$ cat src/rtl/sdg_cfg.svh
// What this block does
// - Four independent step channels, each able to step at up to 312.5 kHz.
// - Each channel drives a step clock output and a separate direction output.
// - Minimum step high length, step space and direction change time are enforced.
// - Timings are whole 1.6 us ticks, at most 49.6 us.
// - One direction time applies both before and after every direction change.
// - One shared set of timings governs all four channels.
// - Each channel's new step frequency takes effect on its own write.
// - All dedicated outputs change together at one update instant.
// - All dedicated inputs are snapshotted together into a holding register.
// - Each channel's feedback position is captured for readback on its own.
// - Fourteen dedicated outputs and sixteen dedicated inputs exist beside the channels.
// - All host traffic travels over an EPP parallel port link.
// - The lamp shows channel zero step XOR channel zero direction.
//
// Purpose: Constants of the step and direction generator.
// Assumes: System clock of 125 MHz.
// Notes:   Byte addresses are those of the EPP address cycle.
`ifndef SDG_CFG_SVH
`define SDG_CFG_SVH

`define SDG_NCH        4
`define SDG_NIN        16
`define SDG_NOUT       14
`define SDG_CLK_NS     8
`define SDG_TICK_NS    1600
`define SDG_TICK_CYC   ((`SDG_TICK_NS) / (`SDG_CLK_NS))
`define SDG_TMAX_NS    49600
`define SDG_TMAX_TICKS ((`SDG_TMAX_NS) / (`SDG_TICK_NS))
`define SDG_ACC_W      22
`define SDG_DIR_BIT    15
`define SDG_RST_TICKS  5'h01
`define SDG_RST_FREQ   16'h0000
`define SDG_RST_OUT    14'h0000

// Write map: frequency of channel c at 2c (low) and 2c+1 (high, applies).
`define SDG_A_FREQ0    8'h00
`define SDG_A_SLEN     8'h08
`define SDG_A_SSPC     8'h09
`define SDG_A_DTIM     8'h0A
`define SDG_A_OUTLO    8'h0B
`define SDG_A_OUTHI    8'h0C
// Read map: position of channel c at 2c (low, captures) and 2c+1 (high).
`define SDG_A_POS0     8'h00
`define SDG_A_INLO     8'h08
`define SDG_A_INHI     8'h09

`endif

$ cat src/rtl/sdg_pkg.sv
// Purpose: Types of the step and direction generator.
// Assumes: Constants come from sdg_cfg.svh.
// Notes:   None.
package sdg_pkg;
    typedef enum logic [1:0] {
        SDG_IDLE  = 2'b00,
        SDG_SETUP = 2'b01,
        SDG_HIGH  = 2'b10,
        SDG_SPACE = 2'b11
    } sdg_st_e;
    typedef logic [4:0]  sdg_tick_t;
    typedef logic [12:0] sdg_cyc_t;
    typedef logic [15:0] sdg_word_t;
endpackage : sdg_pkg

$ cat src/rtl/sdg_top.sv
// Purpose: Four channel step and direction generator with EPP host link.
// Assumes: All pins synchronous to sys_clk.
// Notes:   Channel logic is one module used four times.
`timescale 1ns/1ps
`include "sdg_cfg.svh"

// ----------------------------------------
// One step channel
// ----------------------------------------
module sdg_chan (
    input  wire logic              sys_clk,
    input  wire logic              resetn,
    input  wire sdg_pkg::sdg_word_t freq,
    input  wire sdg_pkg::sdg_tick_t step_len,
    input  wire sdg_pkg::sdg_tick_t step_space,
    input  wire sdg_pkg::sdg_tick_t dir_time,
    output logic                   motion_pulse_out,
    output logic                   travel_sense_out,
    output sdg_pkg::sdg_word_t     position
);
    import sdg_pkg::*;
    logic [`SDG_ACC_W-1:0] acc, next_acc;
    logic [`SDG_ACC_W:0]   sum;
    logic                  pend, next_pend, next_step, next_dir;
    sdg_st_e               state, next_state;
    sdg_cyc_t              cnt, next_cnt, age, next_age, hlim, slim, dlim;
    sdg_word_t             next_pos;

    function automatic sdg_cyc_t lim(input sdg_tick_t tk);
        lim = sdg_cyc_t'((tk == 5'h00) ? 5'h01 : tk) * sdg_cyc_t'(`SDG_TICK_CYC);
    endfunction : lim

    assign hlim = lim(step_len);
    assign slim = lim(step_space);
    assign dlim = lim(dir_time);

    always_comb begin
        sum        = {1'b0, acc} + {8'h00, freq[14:0]};
        next_acc   = sum[`SDG_ACC_W-1:0];
        next_pend  = pend | sum[`SDG_ACC_W];
        next_state = state;
        next_cnt   = (cnt == 13'h1FFF) ? cnt : cnt + 13'h0001;
        next_age   = (age == 13'h1FFF) ? age : age + 13'h0001;
        next_dir   = travel_sense_out;
        next_pos   = position;
        case (state)
            SDG_IDLE: begin
                if (pend && freq[`SDG_DIR_BIT] != travel_sense_out) begin
                    if (age >= dlim) begin
                        next_dir   = freq[`SDG_DIR_BIT];
                        next_state = SDG_SETUP;
                        next_cnt   = 13'h0000;
                    end
                end else if (pend) begin
                    next_state = SDG_HIGH;
                    next_cnt   = 13'h0000;
                end
            end
            SDG_SETUP: begin
                if (cnt + 13'h0001 >= dlim) begin
                    next_state = SDG_HIGH;
                    next_cnt   = 13'h0000;
                end
            end
            SDG_HIGH: begin
                if (cnt + 13'h0001 >= hlim) begin
                    next_state = SDG_SPACE;
                    next_cnt   = 13'h0000;
                    next_age   = 13'h0000;
                end
            end
            SDG_SPACE: begin
                // Idle always adds one low cycle, so space ends one early to keep the top rate.
                if (cnt + 13'h0002 >= slim) begin
                    next_state = SDG_IDLE;
                end
            end
            default: next_state = SDG_IDLE;
        endcase
        if (next_state == SDG_HIGH && state != SDG_HIGH) begin
            next_pend = sum[`SDG_ACC_W];
            next_pos  = travel_sense_out ? position - 16'h0001 : position + 16'h0001;
        end
        next_step = (next_state == SDG_HIGH);
    end

    always_ff @(posedge sys_clk or negedge resetn) begin
        if (!resetn) begin
            acc              <= '0;
            pend             <= 1'b0;
            state            <= SDG_IDLE;
            cnt              <= 13'h0000;
            age              <= 13'h1FFF;
            motion_pulse_out <= 1'b0;
            travel_sense_out <= 1'b0;
            position         <= 16'h0000;
        end else begin
            acc              <= next_acc;
            pend             <= next_pend;
            state            <= next_state;
            cnt              <= next_cnt;
            age              <= next_age;
            motion_pulse_out <= next_step;
            travel_sense_out <= next_dir;
            position         <= next_pos;
        end
    end

    // ----------------------------------------
    // Checks
    // ----------------------------------------
    sdg_cyc_t hi_cyc, dir_age, lo_cyc;
    always_ff @(posedge sys_clk or negedge resetn) begin
        if (!resetn) begin
            hi_cyc  <= 13'h0000;
            dir_age <= 13'h1FFF;
            lo_cyc  <= 13'h1FFF;
        end else begin
            hi_cyc  <= motion_pulse_out ? hi_cyc + 13'h0001 : 13'h0000;
            lo_cyc  <= motion_pulse_out ? 13'h0000 : (lo_cyc == 13'h1FFF) ? lo_cyc : lo_cyc + 13'h0001;
            dir_age <= (travel_sense_out != next_dir) ? 13'h0000 :
                       (dir_age == 13'h1FFF) ? dir_age : dir_age + 13'h0001;
        end
    end
endmodule : sdg_chan

// ----------------------------------------
// Top with EPP link and dedicated I/O
// ----------------------------------------
module sdg_top (
    input  wire logic                 sys_clk,
    input  wire logic                 resetn,
    input  wire logic [7:0]           epp_data_in,
    output logic [7:0]                epp_data_out,
    output logic                      epp_data_oe,
    input  wire logic                 epp_write_n,
    input  wire logic                 epp_addr_strobe_n,
    input  wire logic                 epp_data_strobe_n,
    output logic                      epp_wait,
    output logic [`SDG_NCH-1:0]       motion_pulse_out,
    output logic [`SDG_NCH-1:0]       travel_sense_out,
    input  wire logic [`SDG_NIN-1:0]  dedicated_input,
    output logic [`SDG_NOUT-1:0]      dedicated_output,
    output logic                      led_out
);
    import sdg_pkg::*;
    logic       ds_q, as_q, busy, next_busy, ds_go, as_go;
    logic [7:0] addr, next_addr, rdat, next_rdat, fstage, next_fstage, ostage, next_ostage;
    logic [7:0] pos_hi [`SDG_NCH], next_pos_hi [`SDG_NCH];
    sdg_word_t  freq [`SDG_NCH], next_freq [`SDG_NCH], pos [`SDG_NCH];
    sdg_tick_t  slen, sspc, dtim, next_slen, next_sspc, next_dtim, wtk;
    logic [`SDG_NIN-1:0]  in_hold, next_in_hold;
    logic [`SDG_NOUT-1:0] next_out;
    logic                 commit;

    for (genvar c = 0; c < `SDG_NCH; c++) begin : g_ch
        sdg_chan u_chan (
            .sys_clk          (sys_clk),
            .resetn           (resetn),
            .freq             (freq[c]),
            .step_len         (slen),
            .step_space       (sspc),
            .dir_time         (dtim),
            .motion_pulse_out (motion_pulse_out[c]),
            .travel_sense_out (travel_sense_out[c]),
            .position         (pos[c])
        );
    end

    assign ds_go       = ds_q & ~epp_data_strobe_n;
    assign as_go       = as_q & ~epp_addr_strobe_n;
    assign epp_wait    = busy;
    assign epp_data_oe = ~(epp_data_strobe_n & epp_addr_strobe_n) & epp_write_n;
    assign epp_data_out = rdat;
    assign led_out     = motion_pulse_out[0] ^ travel_sense_out[0];
    // Writes beyond the longest time saturate rather than wrap.
    assign wtk = (epp_data_in > 8'(`SDG_TMAX_TICKS)) ? 5'(`SDG_TMAX_TICKS) : epp_data_in[4:0];

    always_comb begin
        next_busy    = (busy | ds_go | as_go) & ~(epp_data_strobe_n & epp_addr_strobe_n);
        next_addr    = addr;
        next_rdat    = rdat;
        next_fstage  = fstage;
        next_ostage  = ostage;
        next_pos_hi  = pos_hi;
        next_freq    = freq;
        next_slen    = slen;
        next_sspc    = sspc;
        next_dtim    = dtim;
        next_in_hold = in_hold;
        next_out     = dedicated_output;
        commit       = 1'b0;
        if (as_go && !epp_write_n) begin
            next_addr = epp_data_in;
        end else if (as_go) begin
            next_rdat = addr;
        end
        if (ds_go) begin
            next_addr = addr + 8'h01;
            if (!epp_write_n) begin
                if (addr < `SDG_A_SLEN && !addr[0]) begin
                    next_fstage = epp_data_in;
                end else if (addr < `SDG_A_SLEN) begin
                    next_freq[addr[2:1]] = {epp_data_in, fstage};
                end else begin
                    case (addr)
                        `SDG_A_SLEN:  next_slen = wtk;
                        `SDG_A_SSPC:  next_sspc = wtk;
                        `SDG_A_DTIM:  next_dtim = wtk;
                        `SDG_A_OUTLO: next_ostage = epp_data_in;
                        `SDG_A_OUTHI: begin
                            next_out = {epp_data_in[5:0], ostage};
                            commit   = 1'b1;
                        end
                        default: ;
                    endcase
                end
            end else begin
                if (addr < `SDG_A_INLO && !addr[0]) begin
                    next_rdat = pos[addr[2:1]][7:0];
                    next_pos_hi[addr[2:1]] = pos[addr[2:1]][15:8];
                end else if (addr < `SDG_A_INLO) begin
                    next_rdat = pos_hi[addr[2:1]];
                end else if (addr == `SDG_A_INLO) begin
                    next_rdat    = dedicated_input[7:0];
                    next_in_hold = dedicated_input;
                end else if (addr == `SDG_A_INHI) begin
                    next_rdat = in_hold[15:8];
                end else begin
                    next_rdat = 8'h00;
                end
            end
        end
    end

    always_ff @(posedge sys_clk or negedge resetn) begin
        if (!resetn) begin
            ds_q             <= 1'b1;
            as_q             <= 1'b1;
            busy             <= 1'b0;
            addr             <= 8'h00;
            rdat             <= 8'h00;
            fstage           <= 8'h00;
            ostage           <= 8'h00;
            pos_hi           <= '{default: 8'h00};
            freq             <= '{default: `SDG_RST_FREQ};
            slen             <= `SDG_RST_TICKS;
            sspc             <= `SDG_RST_TICKS;
            dtim             <= `SDG_RST_TICKS;
            in_hold          <= 16'h0000;
            dedicated_output <= `SDG_RST_OUT;
        end else begin
            ds_q             <= epp_data_strobe_n;
            as_q             <= epp_addr_strobe_n;
            busy             <= next_busy;
            addr             <= next_addr;
            rdat             <= next_rdat;
            fstage           <= next_fstage;
            ostage           <= next_ostage;
            pos_hi           <= next_pos_hi;
            freq             <= next_freq;
            slen             <= next_slen;
            sspc             <= next_sspc;
            dtim             <= next_dtim;
            in_hold          <= next_in_hold;
            dedicated_output <= next_out;
        end
    end
endmodule : sdg_top

$ cat config.mk
export PLATFORM = sky130hd
export DESIGN_NAME = sdg_top
export DESIGN_NICKNAME = d
export VERILOG_FILES = /design/src/rtl/sdg_pkg.sv /design/src/rtl/sdg_top.sv
export VERILOG_INCLUDE_DIRS = /design/src /design/src/rtl
export SDC_FILE = /design/constraint.sdc
export NUM_CORES = 1
export LEC_CHECK = 0
export BUFFER_PORTS_ARGS = -buffer_cell sky130_fd_sc_hd__buf_2
export CAP_MARGIN = 20
export CORE_MARGIN = 3
export CORE_UTILIZATION = 57
export CTS_CLUSTER_SIZE = 28
export DETAILED_ROUTE_END_ITERATION = 12
export PLACE_DENSITY_LB_ADDON = 0.15
export SYNTH_ARGS = -nofsm -noshare
export SYNTH_HDL_FRONTEND = slang
export SYNTH_SLANG_ARGS = --single-unit
$ cat constraint.sdc
create_clock -name sys_clk -period 5.9 [get_ports sys_clk]
set_input_delay 0.295 -clock sys_clk [delete_from_list [all_inputs] [get_ports sys_clk]]
set_output_delay 0.295 -clock sys_clk [all_outputs]
set_load 0.02 [all_outputs]
==> summary.txt <==
Finish
  – Final instance area: 31070 um^2
  – Area occupied by multi-input gates: around 16000 um^2
  – Nets: roughly 3200
  – Commonest non-fill, non-tap cell in the layout: dfrtp_1
  – Share of cells above drive strength 1: between 10% and 20%
  – Area grow syn2layout: 9.625%
  – Most frequent cells in the layout: 387 x dfrtp_1, 315 x ha_1, 263 x nor2_1, 204 x nand2_1, 174 x a21oi_1
  – Final Core Density: 63.34%
  – Fillcell total: 4040
  – Number of diodes: 0
  – Register area: about 11000 um^2

GRT
  – Final global-route overflow total: 0
  – Number of global-route vias before repair: 21486
  – Met2 usage: 43.32%
  – Total track usage: 25.91%
  – Grt met1 use: approximately 34%
  – M3 GR Usage: 3.445%
  – Most crowded layer after global routing: met2
  – First-pass GRT wire length: 111300 um
  – Pin count of the biggest net entering global routing: 150
  – Initial antenna violation count: 2

Timing
  – Final period utilization: 93.48%
  – Upper clock frequency limit: 0.1813 GHz
  – Worst Slack Setup Final: 0.3848 ns
  – Worst Tran Pin Value: about 1.3 ns
  – Setup TNS: 0 ns
  – # setup viols final: 0
  – Endpoints failing hold: 0
  – Clock skew: roughly 0.037 ns
  – Minimum clock period: between 5 and 6 ns
  – Worst slew margin: 13.33%
  – RSZ-0062 raised after global routing: false
  – Final Max Tran Viols: 0

Clocking
  – Sink Count: about 440
  – Clock slew at reported path FFs: 0.06 ns
  – CTS root buf: clkbuf_16
  – CTS Hold Bufs: 11
  – Longest Clk Path Bufs: 3
  – Skew-Pair Late Insertion Delay: between 0.6 and 0.7 ns
  – # H-tree levels: 2
  – Post-CTS setup buffer count: 0
  – Total CTS buffers: ~50
  – CTS tree: built
  – Resized cells post-CTS: 0

Place
  – Count of input and output buffers: a little over 60
  – Final HPWL DP: 49030 um
  – Setup WS pre-CTS: between 0.4 and 0.5 ns
  – Post-DP Area: 29340 um^2
  – RePlAce Congestion: 0.8814

Critical path
  – Crit path max fanout: 13
  – CP Class: register to register
  – Slowest cell on crit path: a22oi_1
  – Crit. End Element: register
  – Largest stage delay, worst path: between 1 and 1.5 ns
  – WP data required: approximately 6.3 ns
  – Cell mode on critical path: ha_1
  – Worst path arrival time: a little under 6 ns
  – Critical path cell sequence: o41ai_2 -> ha_1 -> ha_1 -> ha_1 -> fa_1 -> xnor2_1 -> ha_1 -> o21ai_0 -> nand2b_1 -> a21oi_1 -> a211oi_1 -> maj3_1 -> nand3_1 -> a22oi_1 -> nor3_1
  – Worst Setup Start Kind: register

Synth
  – Most common flop cell mapped by yosys: dfrtp_1
  – Yosys reg bits: between 400 and 500
  – Synth Net Count: 3161
  – Seq/Total Area, Yosys: approximately two fifths
  – Fraction of registers with async set or reset after synthesis: 100.0%
  – Post-synthesis cell type count: 84
  – Count of flip-flops with a built-in enable after synthesis: 0
  – Netlist Area Pre-Place: 28340 um^2
  – Syn_area_per_cell: just over 10 um^2
  – Cell count after synthesis: approximately 2800
  – Yosys Warn Count: 0

Detailed routing
  – Post-DRT Antenna Nets: 0
  – Drc violations: 0
  – Vias/cell: about 5.9
  – Vias: 21048
  – Routed len/inst: 18.86 um
  – Detailed router's first-iteration violation count: 1323
  – Final WL: ~68000 um
  – TritonRoute pass-1 iters: 5

Power
  – Power per Cell Area: about 250 nW/um^2
  – Leakage: between 15 and 20 nW
  – Peak VDD IR: about 0.00034 V

Floorplanning
  – Boundary pin count: 62
  – Die width: ~230 um
  – Core Rows: just over 80
  – Die Y: about 230 um
  – Core area: roughly 49000 um^2
  – Die footprint: 52430 um^2
  – Initial core utilization: 57.77%

Outcome
  – Status: complete, no violations

Flow run
  – MaxCap Viol Count: 0

Hold path
  – Hold Path Class: input port to register
logic make-up after synthesis:
group	count (synthesis)	synth area share [%]
AND/OR/NAND/NOR	799	13.17
buffers and inverters	205	2.932
adder cells (fa/ha/maj)	340	15.19
AO/OA/AOI/OAI	547	12.42
flip-flops	444	39.46
multiplexers	186	7.991
XOR/XNOR	285	8.834
cell usage after synthesis (11+ instances only):
cell      instances  area (um^2)
nand2_1         204        765.7
mux4_2           16        360.4
buf_2            13        65.06
clkbuf_1         47        176.4
dfrtp_1         387         9684
nand2b_1         30        187.7
fa_1             11        220.2
a21o_1           36        270.3
nor2_1          263        987.2
and3_1           50        312.8
nor2b_1          22        137.6
maj3_1           11        110.1
a31oi_1          23        143.9
inv_1           129        484.2
nand3_1          71        355.3
o21ai_0         115        575.6
ha_1            315         3941
xnor2_1         161         1410
a21boi_0         11        82.58
dfstp_2          57         1498
a211oi_1         21        157.7
mux2_2          157         1768
o21a_1           33        247.7
o22ai_1          12        75.07
xor2_1          123         1077
o41ai_1          16        140.1
o211ai_1         11        82.58
nand4_1          32        200.2
nor3_1           65        325.3
a21oi_1         174        870.8
sequential cells by signal, summed over array words and instances (netlist names), 4 cells and up:
| name | flops |
|---|---|
| slen | 5 |
| ostage | 8 |
| g_ch.u_chan.age | 52 |
| pos_hi | 32 |
| dtim | 5 |
| fstage | 8 |
| g_ch.u_chan.cnt | 52 |
| dedicated_output | 14 |
| g_ch.u_chan.position | 64 |
| g_ch.u_chan.acc | 88 |
| g_ch.u_chan.motion_pulse_out | 4 |
| freq | 64 |
| sspc | 5 |
| in_hold | 8 |
| g_ch.u_chan.travel_sense_out | 4 |
| epp_data_out | 8 |
| addr | 8 |
| g_ch.u_chan.pend | 4 |
| g_ch.u_chan.state | 8 |
critical path, delay by kind of cell (launching register included):
family                   cells  cell delay (ns)
adder cells (fa/ha/maj)      6             1.75
AO/OA/AOI/OAI                5             1.84
XOR/XNOR                     1             0.83
AND/OR/NAND/NOR              3             0.41
flip-flops                   1             0.48
metal layers:
metal / share of wire (%) / up-vias
met2: 47 / 448
li1: - / 10162
met1: 45 / 10299
met3: 4.4 / 139
met4: 3.7 / 0
met5: 0 / -
area by class of cell:
type,count,share of cell area [%]
timing repair buffer,97,2.014
clock inverter,22,0.7531
sequential,444,35.99
clock buffer,69,4.414
multi-input combinational,2157,52.59
inverter,129,1.559
tap,664,2.674
where the power goes:
group / internal [W] / switching, W / leakage [nW]
logic: 0.000514 / 0.000711 / 8.81
registers: 0.00325 / 0.000121 / 5.80
clock network: 0.00177 / 0.00131 / 0.798
total: 0.00553 / 0.00215 / 15.4
path summary, 6_finish.rpt:
kind,start,cells past startpoint,slack (ns),to
max,dtim[3],15,0.38,g_ch[2].u_chan.cnt[11]
max reg2reg,dtim[3],15,0.38,g_ch[2].u_chan.cnt[11]
min,dedicated_input[0],5,0.15,epp_data_out[0]
min reg2reg,g_ch[0].u_chan.acc[19],1,0.46,g_ch[0].u_chan.acc[19]
min in group asynchronous,resetn,2,0.36,g_ch[1].u_chan.motion_pulse_out
max in group asynchronous,resetn,3,4.12,epp_wait
stage by stage:
step	hold slack (ns)	instances	total power, W
floorplan	-0.0005911	2806	0.004270
global placement	0.4214	3479	0.004575
detailed placement	0.4130	3479	0.004636
CTS	0.1242	3581	0.007752
global route	0.1844	3582	0.008052
finish	0.1478	3582	0.007674
Power figures use the tool's default switching activity.
